`config.mk`:
```
export PLATFORM = sky130hd
export DESIGN_NAME = pwmct_top
export DESIGN_NICKNAME = d
export VERILOG_FILES = /design/src/verilog/pwmct_pkg.sv /design/src/verilog/pwmct_tick_sel.sv /design/src/verilog/pwmct_top.sv
export SDC_FILE = /design/constraint.sdc
export NUM_CORES = 1
export LEC_CHECK = 0
export ABC_AREA = 1
export BUFFER_PORTS_ARGS = -buffer_cell sky130_fd_sc_hd__buf_2
export CORE_MARGIN = 2
export CORE_UTILIZATION = 35
export CTS_CLUSTER_SIZE = 30
export DETAILED_ROUTE_END_ITERATION = 10
export PLACE_DENSITY_LB_ADDON = 0.08
export REMOVE_ABC_BUFFERS = 1
export SKIP_CTS_REPAIR_TIMING = 1
export SLEW_MARGIN = 20
export SYNTH_ARGS = -nofsm -noshare
export SYNTH_HDL_FRONTEND = slang
export SYNTH_SLANG_ARGS = --single-unit
```
`constraint.sdc`:
```
create_clock -name clock_i -period 4.2 [get_ports clock_i]
set_input_delay 0.84 -clock clock_i [delete_from_list [all_inputs] [get_ports clock_i]]
set_output_delay 0.84 -clock clock_i [all_outputs]
set_load 0.01 [all_outputs]
```
`src/verilog/pwmct_pkg.sv`:
```
package pwmct_pkg;

    // Number of timer channels, and the pairs that may be joined.
    localparam int unsigned NUM_CH    = 6;
    localparam int unsigned NUM_PAIRS = 3;

    // Width of one channel's byte-wide counter, period and duty values.
    localparam int unsigned BYTE_W = 8;

    // Width of a joined channel's counter, period and duty values.
    localparam int unsigned WIDE_W = 16;

    // Reset values of the counters, the active values and the buffers.
    localparam logic [15:0] CNT_RST  = 16'h0000;
    localparam logic [7:0]  BUF_RST  = 8'h00;
    localparam logic [15:0] WIDE_RST = 16'h0000;

    // Upper byte used when a channel runs alone in byte-wide mode.
    localparam logic [7:0] HIGH_ZERO = 8'h00;

    // Step of the up/down counter.
    localparam logic [15:0] CNT_STEP = 16'h0001;

    // Group that feeds each channel: zero means clock A/SA, one means clock B/SB.
    localparam logic [5:0] CH_GROUP_B = 6'b00_1100;

    // Count direction encodings of the center-aligned counter.
    typedef enum logic [0:0] {
        PWMCT_DIR_DOWN = 1'b0,
        PWMCT_DIR_UP   = 1'b1
    } pwmct_dir_t;

    // Per-channel control bits, one bit per channel in each field.
    typedef struct packed {
        logic [5:0] channel_enable_bit;  // Channel runs while set.
        logic [5:0] center_align_bit;    // Zero left-aligned, one center-aligned.
        logic [5:0] polarity_bit;        // One starts each period high.
        logic [5:0] clock_choice_bit;    // One selects the scaled clock.
    } pwmct_ctrl_t;

    // Pair join controls.
    typedef struct packed {
        logic join_pair_high;  // Joins channels 4 and 5.
        logic join_pair_mid;   // Joins channels 2 and 3.
        logic join_pair_low;   // Joins channels 0 and 1.
    } pwmct_join_t;

    // Software write strobes with one shared data byte.
    typedef struct packed {
        logic [5:0] period_wr;   // Writes period_value of the channel.
        logic [5:0] duty_wr;     // Writes duty_value of the channel.
        logic [5:0] counter_wr;  // Writes channel_counter of the channel.
        logic [7:0] data;        // Data byte of the write.
    } pwmct_wr_t;

    // The four prescaled clock ticks, each a one-cycle pulse.
    typedef struct packed {
        logic clk_a;   // Clock A tick.
        logic clk_sa;  // Scaled clock A tick.
        logic clk_b;   // Clock B tick.
        logic clk_sb;  // Scaled clock B tick.
    } pwmct_ticks_t;

endpackage

```
`src/verilog/pwmct_tick_sel.sv`:
```
`timescale 1ns/1ps
// Picks the counting tick of every channel from the four prescaled clocks.
module pwmct_tick_sel (
    input  wire pwmct_pkg::pwmct_ticks_t ticks_i,     // Prescaled clock ticks.
    input  wire logic [5:0]              choice_i,    // Per-channel clock_choice_bit.
    output logic [5:0]                   ch_tick_o    // Per-channel tick.
);

    // Decodes one channel's tick from its group and its clock choice.
    function automatic logic pick_tick(input pwmct_pkg::pwmct_ticks_t t,
                                       input logic grp_b, input logic scaled);
        logic res;
        res = grp_b ? (scaled ? t.clk_sb : t.clk_b) : (scaled ? t.clk_sa : t.clk_a);
        return res;
    endfunction

    // Channels 2 and 3 sit on the B group, the others on the A group.
    for (genvar ch = 0; ch < 6; ch++) begin : g_sel
        assign ch_tick_o[ch] = pick_tick(ticks_i, pwmct_pkg::CH_GROUP_B[ch], choice_i[ch]);
    end

endmodule // pwmct_tick_sel

```
`src/verilog/pwmct_top.sv`:
```
`timescale 1ns/1ps
// Function
// - Six channels, own counter, compares duty/period.
// - Duty match toggles the output flip-flop.
// - Counter readable anytime without disturbing it.
// - Counter write clears, counts up, loads.
// - Disabled channel holds count, resumes later.
// - Disabled with zero period clears on tick.
// - Enabled counter write restarts period at once.
// - Counter clears at end of period.
// - Alignment bit: zero left, one center.
// - Left: count zero to period minus one.
// - Left: frequency is clock over period.
// - Center: up/down, up whenever count zero.
// - Center: period match turns count down.
// - Center: down duty match toggles again.
// - Center: zero turns up and loads buffers.
// - Center: effective period twice period value.
// - Join bits merge pairs; even is high.
// - Joined: odd clock, polarity and pin.
// - Joined: odd enable/alignment; even pin off.
// - Either counter byte write resets joined counter.
// - Zero duty or duty>=period gives constant.
// - Zero period clears counter, constant output.
// - Polarity one starts high, else low.
// - Disabled: writes reach active values directly.

// One timer core: a 16-bit up/down counter with double-buffered values.
// Byte-wide channels feed it with a zero upper byte.
module pwmct_core (
    input  wire logic        clock_i,      // Bus clock.
    input  wire logic        rst_n_i,      // Synchronous reset, active low.
    input  wire logic        tick_i,       // Selected clock tick.
    input  wire logic        enable_i,     // Channel enable.
    input  wire logic        center_i,     // Center-aligned mode.
    input  wire logic        polarity_i,   // Polarity.
    input  wire logic [15:0] per_buf_i,    // Buffered period.
    input  wire logic [15:0] duty_buf_i,   // Buffered duty.
    input  wire logic        cnt_wr_i,     // Counter write strobe.
    output logic      [15:0] count_o,      // Current count.
    output logic             wave_o        // Waveform level.
);

    logic [15:0]           cnt_q, cnt_d;    // The counter.
    logic [15:0]           per_q, per_d;    // Active period.
    logic [15:0]           duty_q, duty_d;  // Active duty.
    pwmct_pkg::pwmct_dir_t dir_q, dir_d;    // Count direction.
    logic                  flop_q, flop_d;  // Output flip-flop.
    logic                  load;            // Loads buffers into active values.

    // Counter, direction and output flip-flop; a new period starts with flop clear.
    always_comb begin
        cnt_d  = cnt_q;
        dir_d  = dir_q;
        flop_d = flop_q;
        load   = 1'b0;
        if (!enable_i) begin
            load = 1'b1;
        end
        if (cnt_wr_i) begin
            cnt_d  = pwmct_pkg::CNT_RST;
            dir_d  = pwmct_pkg::PWMCT_DIR_UP;
            flop_d = 1'b0;
            load   = 1'b1;
        end else if (tick_i && enable_i) begin
            if (per_q == pwmct_pkg::CNT_RST) begin
                cnt_d = pwmct_pkg::CNT_RST;
            end else if (!center_i) begin
                if (cnt_q >= per_q - pwmct_pkg::CNT_STEP) begin
                    cnt_d  = pwmct_pkg::CNT_RST;
                    flop_d = 1'b0;
                    load   = 1'b1;
                end else begin
                    cnt_d = cnt_q + pwmct_pkg::CNT_STEP;
                    if (cnt_d == duty_q) begin
                        flop_d = ~flop_q;
                    end
                end
            end else begin
                if (dir_q == pwmct_pkg::PWMCT_DIR_UP && cnt_q >= per_q) begin
                    dir_d = pwmct_pkg::PWMCT_DIR_DOWN;
                    cnt_d = cnt_q - pwmct_pkg::CNT_STEP;
                end else if (dir_q == pwmct_pkg::PWMCT_DIR_UP
                             || cnt_q == pwmct_pkg::CNT_RST) begin
                    dir_d = pwmct_pkg::PWMCT_DIR_UP;
                    cnt_d = cnt_q + pwmct_pkg::CNT_STEP;
                end else begin
                    cnt_d = cnt_q - pwmct_pkg::CNT_STEP;
                end
                if (cnt_d == duty_q) begin
                    flop_d = ~flop_q;
                end
                if (dir_d == pwmct_pkg::PWMCT_DIR_DOWN && cnt_d == pwmct_pkg::CNT_RST) begin
                    dir_d  = pwmct_pkg::PWMCT_DIR_UP;
                    flop_d = 1'b0;
                    load   = 1'b1;
                end
            end
        end else if (tick_i && per_q == pwmct_pkg::CNT_RST) begin
            cnt_d = pwmct_pkg::CNT_RST;
        end
        per_d  = load ? per_buf_i : per_q;
        duty_d = load ? duty_buf_i : duty_q;
    end

    // Registers the timer state.
    always_ff @(posedge clock_i) begin
        if (!rst_n_i) begin
            cnt_q  <= pwmct_pkg::CNT_RST;
            per_q  <= pwmct_pkg::WIDE_RST;
            duty_q <= pwmct_pkg::WIDE_RST;
            dir_q  <= pwmct_pkg::PWMCT_DIR_UP;
            flop_q <= 1'b0;
        end else begin
            cnt_q  <= cnt_d;
            per_q  <= per_d;
            duty_q <= duty_d;
            dir_q  <= dir_d;
            flop_q <= flop_d;
        end
    end

    // Boundary values override the flip-flop with a constant level.
    always_comb begin
        if (per_q == pwmct_pkg::CNT_RST) begin
            wave_o = polarity_i;
        end else if (duty_q >= per_q) begin
            wave_o = polarity_i;
        end else if (duty_q == pwmct_pkg::CNT_RST) begin
            wave_o = ~polarity_i;
        end else begin
            wave_o = polarity_i ^ flop_q;
        end
    end

    assign count_o = cnt_q;

endmodule // pwmct_core

// Six channel timers with pair joining.
module pwmct_top (
    input  wire logic                     clock_i,          // Bus clock, 200 MHz.
    input  wire logic                     rst_n_i,          // Synchronous reset, active low.
    input  wire pwmct_pkg::pwmct_ticks_t  ticks_i,          // Prescaled clock ticks.
    input  wire pwmct_pkg::pwmct_ctrl_t   ctrl_i,           // Per-channel control bits.
    input  wire pwmct_pkg::pwmct_join_t   join_i,           // Pair join controls.
    input  wire pwmct_pkg::pwmct_wr_t     wr_i,             // Software writes.
    output logic [5:0][7:0]               channel_counter_o, // Counter read-back.
    output logic [5:0]                    pwm_o             // Channel output pins.
);

    logic [5:0][7:0]  per_buf_q, per_buf_d;    // Period buffers.
    logic [5:0][7:0]  duty_buf_q, duty_buf_d;  // Duty buffers.
    logic [5:0][7:0]  rd_d;                    // Next counter read-back.
    logic [5:0]       pwm_d;                   // Next pin levels.
    logic [5:0]       ch_tick;                 // Per-channel ticks.
    logic [2:0]       joined;                  // Join bit per pair.
    logic [5:0][15:0] core_cnt;                // Core counts.
    logic [5:0]       core_wave;               // Core waveforms.

    // Join bits listed from the low pair upward.
    assign joined = {join_i.join_pair_high, join_i.join_pair_mid, join_i.join_pair_low};

    // Tick selection per channel from its own clock choice.
    pwmct_tick_sel u_tick_sel (
        .ticks_i   (ticks_i),
        .choice_i  (ctrl_i.clock_choice_bit),
        .ch_tick_o (ch_tick)
    );

    // Buffers always take software writes; the cores decide when to adopt them.
    always_comb begin
        per_buf_d  = per_buf_q;
        duty_buf_d = duty_buf_q;
        for (int ch = 0; ch < 6; ch++) begin
            if (wr_i.period_wr[ch]) begin
                per_buf_d[ch] = wr_i.data;
            end
            if (wr_i.duty_wr[ch]) begin
                duty_buf_d[ch] = wr_i.data;
            end
        end
    end

    // Registers the buffers.
    always_ff @(posedge clock_i) begin
        if (!rst_n_i) begin
            per_buf_q  <= {6{pwmct_pkg::BUF_RST}};
            duty_buf_q <= {6{pwmct_pkg::BUF_RST}};
        end else begin
            per_buf_q  <= per_buf_d;
            duty_buf_q <= duty_buf_d;
        end
    end

    // Each pair holds an even core and an odd core; when joined, the odd core runs
    // the 16-bit channel with the even bytes on top and the even core sits idle.
    for (genvar p = 0; p < 3; p++) begin : g_pair
        localparam int EV = 2 * p;
        localparam int OD = 2 * p + 1;

        logic [15:0] od_per, od_duty;  // Odd core buffered values.
        logic        od_wr, ev_wr;     // Counter writes per core.

        // Joined values concatenate the even byte above the odd byte.
        assign od_per  = joined[p] ? {per_buf_q[EV], per_buf_q[OD]}
                                   : {pwmct_pkg::HIGH_ZERO, per_buf_q[OD]};
        assign od_duty = joined[p] ? {duty_buf_q[EV], duty_buf_q[OD]}
                                   : {pwmct_pkg::HIGH_ZERO, duty_buf_q[OD]};
        // Either byte written resets the whole joined counter.
        assign od_wr = wr_i.counter_wr[OD] | (joined[p] & wr_i.counter_wr[EV]);
        assign ev_wr = wr_i.counter_wr[EV] & ~joined[p];

        // Odd core; its own control bits govern the joined channel as well.
        pwmct_core u_odd (
            .clock_i    (clock_i),
            .rst_n_i    (rst_n_i),
            .tick_i     (ch_tick[OD]),
            .enable_i   (ctrl_i.channel_enable_bit[OD]),
            .center_i   (ctrl_i.center_align_bit[OD]),
            .polarity_i (ctrl_i.polarity_bit[OD]),
            .per_buf_i  (od_per),
            .duty_buf_i (od_duty),
            .cnt_wr_i   (od_wr),
            .count_o    (core_cnt[OD]),
            .wave_o     (core_wave[OD])
        );

        // Even core; disabled while the pair is joined.
        pwmct_core u_even (
            .clock_i    (clock_i),
            .rst_n_i    (rst_n_i),
            .tick_i     (ch_tick[EV]),
            .enable_i   (ctrl_i.channel_enable_bit[EV] & ~joined[p]),
            .center_i   (ctrl_i.center_align_bit[EV]),
            .polarity_i (ctrl_i.polarity_bit[EV]),
            .per_buf_i  ({pwmct_pkg::HIGH_ZERO, per_buf_q[EV]}),
            .duty_buf_i ({pwmct_pkg::HIGH_ZERO, duty_buf_q[EV]}),
            .cnt_wr_i   (ev_wr),
            .count_o    (core_cnt[EV]),
            .wave_o     (core_wave[EV])
        );

        // Read-back and pins; both bytes of a joined count come from one cycle,
        // so a read of both in the same cycle is coherent.
        assign rd_d[OD]  = core_cnt[OD][7:0];
        assign rd_d[EV]  = joined[p] ? core_cnt[OD][15:8] : core_cnt[EV][7:0];
        assign pwm_d[OD] = core_wave[OD];
        assign pwm_d[EV] = joined[p] ? 1'b0 : core_wave[EV];
    end

    // Output registers; read-back trails the count by one cycle.
    always_ff @(posedge clock_i) begin
        if (!rst_n_i) begin
            channel_counter_o <= {6{pwmct_pkg::BUF_RST}};
            pwm_o             <= '0;
        end else begin
            channel_counter_o <= rd_d;
            pwm_o             <= pwm_d;
        end
    end

endmodule // pwmct_top
```
==> results.json, run 1 <==
{
  "outcome": "finished clean",
  "powerDensity_nw_per_um2": 365.4,
  "place_area_um2": 34070,
  "worst_pin_slew_ns": 0.9067,
  "wl_um": 117200,
  "h-tree-depth": 2,
  "cp_common_cell": "inv_1",
  "setup_viol": 0,
  "row_count": 110,
  "critPathMaxStageDelay_ns": 0.35,
  "worst_setup_path_end_kind": "register",
  "rsz0062_at_grt": "no",
  "first_iter_violations": 2316,
  "critPathArrivalTime_ns": 4.31,
  "grt_pass1_vias": 31167,
  "period_share": 0.9008,
  "r2r-start": "g_pair[2].u_odd.per_q[2]",
  "dieArea_um2": 93840,
  "fin_ws_ns": 0.4167,
  "gp_congestion": 0.9307,
  "area_delta_synth_final_pct": 12.64,
  "die_h_um": 306.3,
  "crit_family": "simple AND/OR/NAND/NOR gates",
  "grt_max_degree": 134,
  "synthesis.area_um2": 31990,
  "grt_pass1_wl_um": 182500,
  "swShare": 0.3646,
  "ir_drop_mv": 0.3086,
  "yosysTopAreaCellShare": 0.2515,
  "worstPathCellList": "inv_1, nand3_1, nor3_2, and3_1, nand4_1, nor2_2, nand3_1, xor2_1, inv_1, ha_1, a21oi_1, o21ai_0, a21oi_1, nand3_1, nor2_1, inv_1, nand2_1, inv_1, nand2_2, nand2_4, buf_4, o21ai_1, nor2_1",
  "ys_ff_latch": 402,
  "hold_start": "ctrl_i[9]",
  "pre_cts_ws_ns": 0.3054,
  "pwr-share-clk": 0.388,
  "firstDrtPassIters": 5,
  "synth_area_leader_cell": "dfxtp_1",
  "cts_max_path_buffers": 3,
  "io_buffers": 112,
  "clk_pin_slew_ns": 0.06,
  "intPower_uw": 8367,
  "p_comb_frac": 0.292,
  "io_pins": 113,
  "fin_worst_skew_ns": 0.02560,
  "synth.avg_cell_area_um2": 6.381,
  "slowest_stage": "dfxtp_1",
  "layout-drive-gt1-share": 0.08668,
  "start_kind": "register",
  "drc": 0,
  "crit_buf_inv": 5,
  "dp.final_hpwl_um": 89580,
  "die_x_um": 306.3,
  "design_area_um2": 36040,
  "p_leak_uw": 0.01773,
  "insertion_delay_ns": 0.66,
  "pwr-share-seq": 0.320,
  "cts_sinks": 402,
  "grt_use_total": 0.2452,
  "cts_tree": "yes",
  "p_sw_uw": 4801,
  "worstSetupStartpoint": "g_pair[2].u_odd.per_q[2]",
  "yosys-top-cells-area": "dfxtp_1, nand2_1, ha_1, nor2_1, inv_1",
  "grt_antenna_before_repair": 5,
  "crit_required_ns": 4.73,
  "drv_cap": 0,
  "vias": 32601,
  "critPathKind": "reg -> reg",
  "cts_made_buffers": 54,
  "synth_warnings": 0,
  "max_freq_mhz": 264.3,
  "synth_cell_type_count": 61,
  "vias_per_cell": 5.128,
  "nNetsFinal": 5465,
  "synth.yosys.seq_area_share": 0.2515,
  "min_period_ns": 3.783,
  "hold_class": "in -> reg",
  "synthCells": 5014,
  "finalMaxSlewViolations": 0,
  "ant_nets": 0,
  "core_area_um2": 90290,
  "grt-ovfl-total": 0,
  "start_util": 0.3544,
  "cts_root_buf": "clkbuf_16",
  "cp_max_fo": 11,
  "avgRoutedWirePerCell_um": 18.44,
  "hold_violations": 0,
  "slew_headroom": 0.3955
}
[power by group through the flow]
stage               Combinational (µW)  Sequential [µW]  Clock, µW
floorplan                         2600             4230          0
global placement                  3800             4300          0
detailed placement                3800             4300          0
CTS                               3820             4220       5260
global route                      4340             4240       5410
finish                            3840             4210       5110
[layout make-up]
class | count | area [µm²]
multi-input cells | 3852 | 20760
flip-flops and latches | 402 | 8048
well taps | 1176 | 1471
diodes | 1 | 2.502
clock buffers | 70 | 1503
repair buffers | 239 | 1610
fillers | 9979 | 54250
inverters | 587 | 2208
clock inverters | 30 | 437.9
[cells by family after synthesis]
| family | share of synthesized area |
|---|---|
| AND/OR/NAND/NOR | 0.3443 |
| XOR/XNOR | 0.05526 |
| adder cells (fa/ha/maj) | 0.1056 |
| buffers and inverters | 0.1009 |
| flip-flops | 0.2515 |
| multiplexers | 0.0003519 |
| AO/OA/AOI/OAI | 0.1420 |
[placed cells by master (no fill, tap or decap), types with 21 or more instances in the layout]
| cell | instances |
|---|---|
| dfxtp_1 | 402 |
| a21boi_1 | 26 |
| nand2_1 | 1157 |
| o21ai_0 | 269 |
| nor2_1 | 729 |
| o21ai_1 | 42 |
| o22ai_1 | 59 |
| buf_2 | 111 |
| nor3_1 | 86 |
| clkbuf_16 | 55 |
| inv_1 | 559 |
| a21oi_1 | 307 |
| xnor2_1 | 22 |
| buf_4 | 120 |
| nand4_1 | 84 |
| nand3_1 | 362 |
| nor4_1 | 21 |
| nand3_2 | 32 |
| xor2_1 | 178 |
| ha_1 | 270 |
[synth_stat cells (all sizes together)]
cell     count
o2bb2ai      2
nand4       85
o21bai       4
o21ai      312
o211ai      12
a32oi        1
a21oi      307
nor4        21
nor3        95
ha         270
a221oi       3
dfxtp      402
o22ai       59
or3          1
or2          7
nand2     1173
nand3b      20
o221ai      11
xnor2       22
o2111ai      8
clkinv      11
xor2       179
a31o         1
or4          1
o41ai        1
o21a        13
a21boi      40
clkbuf      86
a22oi       15
mux2         1
and3         4
nand3      397
a21o         4
a211oi       3
a31oi       20
inv        576
buf         87
o31ai        2
nor2       757
a32o         1
[worst paths after layout]
check / to / slack (ns) / cells past startpoint
setup / recovery: g_pair[2].u_odd.per_q[11] / 0.42 / 23
hold / removal: pwm_o[3] / 0.37 / 2
setup reg to reg: g_pair[2].u_odd.per_q[11] / 0.42 / 23
hold reg to reg: g_pair[1].u_odd.flop_q / 0.47 / 2
[metrics by stage]
| stage | utilization | TNS (ns) | hold slack [ns] | power [µW] | instances |
|---|---|---|---|---|---|
| finish | 0.3991 | 0 | 0.3745 | 13170 | 6357 |
| global route | 0.3991 | 0 | 0.3518 | 13990 | 6356 |
| CTS | 0.3989 | 0 | 0.3290 | 13300 | 6356 |
| detailed placement | 0.3774 | 0 | 0.4590 | 8093 | 6256 |
| global placement | 0.3774 | 0 | 0.4536 | 8098 | 6256 |
| floorplan | - | -0.2902 | 0.4389 | 6824 | 4841 |
[routing by layer]
metal  GRT usage  up-vias  wire (µm)
met4     0.06224        4       2733
met1      0.3236    15051      54370
met2      0.4226      703      55170
met3     0.02910      164       4912
li1            -    16679          -
met5           0        -         26
[flip-flops by register name, summed over array words and instances (netlist names)]
signal and cells:
g_pair.u_even.per_q 24, g_pair.u_odd.flop_q 3, pwm_o 6, duty_buf_q 48, g_pair.u_odd.dir_q 3, g_pair.u_odd.count_o 48, per_buf_q 48, g_pair.u_odd.per_q 48
channel_counter_o 48, g_pair.u_even.dir_q 3, g_pair.u_odd.duty_q 48, g_pair.u_even.count_o 48, g_pair.u_even.duty_q 24, g_pair.u_even.flop_q 3
(Power assumes the default switching activity.)
==> run 2, diff against run 1 <==
- CELL_PAD_IN_SITES_DETAIL_PLACEMENT: unset -> 1
- CELL_PAD_IN_SITES_GLOBAL_PLACEMENT: unset -> 1
==> results.json, run 2 (same netlist as run 1, synthesis figures left out) <==
{
  "outcome": "finished clean",
  "critPathArrivalTime_ns": 4.27,
  "ant_nets": 0,
  "critPathKind": "reg -> reg",
  "setup_viol": 0,
  "final_common_cell": "nand2_1",
  "pwr-share-seq": 0.324,
  "grt_antenna_before_repair": 10,
  "multi_input_area_um2": 20760,
  "hold_violations": 0,
  "pwr-share-clk": 0.375,
  "h-tree-depth": 2,
  "hold_start": "ctrl_i[9]",
  "crit_buf_inv": 4,
  "min_path_cells": 2,
  "worst_pin_slew_ns": 0.9170,
  "start_kind": "register",
  "core_area_um2": 90290,
  "die_h_um": 306.3,
  "worstPathCellList": "inv_1, nand3_1, nor4_1, nand2_1, nor2_1, nand3_1, xor2_1, inv_1, ha_1, a21oi_1, o21ai_0, a221oi_1, nand2_1, nor2_1, clkinv_1, nand3_4, buf_4, nand3_1, nand2_1, nor2_1",
  "clk_pin_slew_ns": 0.06,
  "p_comb_frac": 0.301,
  "grt_pass1_vias": 33770,
  "reg2reg_depth": 20,
  "swShare": 0.3751,
  "cp_max_fo": 36,
  "cts_tree": "yes",
  "cts_max_path_buffers": 3,
  "max_freq_mhz": 268.2,
  "hold_class": "in -> reg",
  "intPower_uw": 8133,
  "finish.utilization": 0.3974,
  "grt_max_degree": 153,
  "fin_worst_skew_ns": 0.01599,
  "min_period_ns": 3.728,
  "seq_area_um2": 8048,
  "period_share": 0.8877,
  "insertion_delay_ns": 0.66,
  "cts_sinks": 402,
  "powerDensity_nw_per_um2": 362.7,
  "r2r-start": "g_pair[0].u_odd.per_q[0]",
  "finalMaxSlewViolations": 0,
  "ir_drop_mv": 0.2989,
  "dp.final_hpwl_um": 95720,
  "slowest_stage": "buf_4",
  "crit_family": "simple AND/OR/NAND/NOR gates",
  "crit_required_ns": 4.74,
  "firstDrtPassIters": 5,
  "die_x_um": 306.3,
  "final_cell_mix": "nand2_1, nor2_1, inv_1",
  "critPathMaxStageDelay_ns": 0.35,
  "dieArea_um2": 93840,
  "first_iter_violations": 1711,
  "grt-ovfl-total": 0,
  "finalNonFillerCells": 6348,
  "r2r_end": "g_pair[0].u_odd.duty_q[3]",
  "cts_root_buf": "clkbuf_16",
  "row_count": 110,
  "place_area_um2": 33990,
  "design_area_um2": 35880,
  "avgRoutedWirePerCell_um": 19.53,
  "layout-drive-gt1-share": 0.08567,
  "grt_use_total": 0.2608,
  "p_sw_uw": 4882,
  "worst_setup_path_end_kind": "register",
  "io_buffers": 112,
  "vias": 33114,
  "wl_um": 124000,
  "slew_headroom": 0.3822,
  "dp.cells": 6246,
  "start_util": 0.3544,
  "area_delta_synth_final_pct": 12.16,
  "grt_pass1_wl_um": 195600,
  "drv_cap": 0,
  "reg2reg_slack_ns": 0.47,
  "n_fill_cell": 11894,
  "cts_made_buffers": 54,
  "gp_congestion": 0.8974,
  "io_pins": 113,
  "p_leak_uw": 0.01763,
  "drc": 0,
  "min_to": "pwm_o[3]",
  "vias_per_cell": 5.216,
  "nNetsFinal": 5456
}
run 2: changes by cell type in the layout (fill, tap and decap cells not counted), moves of 2 or more:
cell / change
buf_4: -9
clkbuf_1: -2
clkinv_8: -2
buf_12: -2
clkinvlp_4: +4
bufinv_16: -4
clkinv_4: -3
clkinv_2: +6
run 2: area by class of cell:
type                       count  share of cell area
multi-input combinational   3852              0.5785
sequential                   402              0.2243
inverter                     587             0.06154
timing repair buffer         230             0.04338
clock buffer                  69             0.04174
tap                         1176             0.04101
clock inverter                31            0.009484
antenna                        1          0.00006974
run 2: power groups by stage:
stage / combinational, µW / sequential (µW) / clock (µW)
floorplan: 2600 / 4230 / 0
global placement: 3830 / 4300 / 0
detailed placement: 3880 / 4300 / 0
CTS: 3910 / 4220 / 5020
global route: 4450 / 4240 / 5170
finish: 3920 / 4220 / 4880
run 2: through the flow:
stage	hold WS [ns]	setup WS [ns]	TNS, ns	power, µW
final	0.3838	0.4717	0	13010
after floorplan	0.4389	-0.1451	-0.2902	6824
after CTS	0.3402	0.3170	0	13160
after global routing	0.3641	-0.005086	-0.005086	13860
after global placement	0.4537	0.4661	0	8135
after detailed placement	0.4665	0.3454	0	8186
run 2: how the worst max path moves through the flow:
stage,startpoint,cells past startpoint,endpoint,slack [ns]
CTS,g_pair[2].u_odd.per_q[2],23,g_pair[2].u_odd.duty_q[1],0.32
detailed placement,g_pair[2].u_odd.per_q[2],23,g_pair[2].u_odd.duty_q[1],0.35
finish,g_pair[0].u_odd.per_q[0],20,g_pair[0].u_odd.duty_q[3],0.47
global route,g_pair[1].u_odd.per_q[0],22,g_pair[1].u_odd.per_q[15],-0.005
floorplan,wr_i[10],6,g_pair[1].u_odd.duty_q[12],-0.15
global placement,g_pair[2].u_odd.per_q[2],23,g_pair[2].u_odd.per_q[1],0.47
run 2: routing by layer:
| layer | vias up | GRT usage | part of all wire |
|---|---|---|---|
| met4 | 6 | 0.06156 | 0.022 |
| met1 | 15855 | 0.3428 | 0.47 |
| met5 | - | 0 | 0.00027 |
| li1 | 16643 | - | - |
| met3 | 148 | 0.02730 | 0.031 |
| met2 | 462 | 0.4559 | 0.48 |
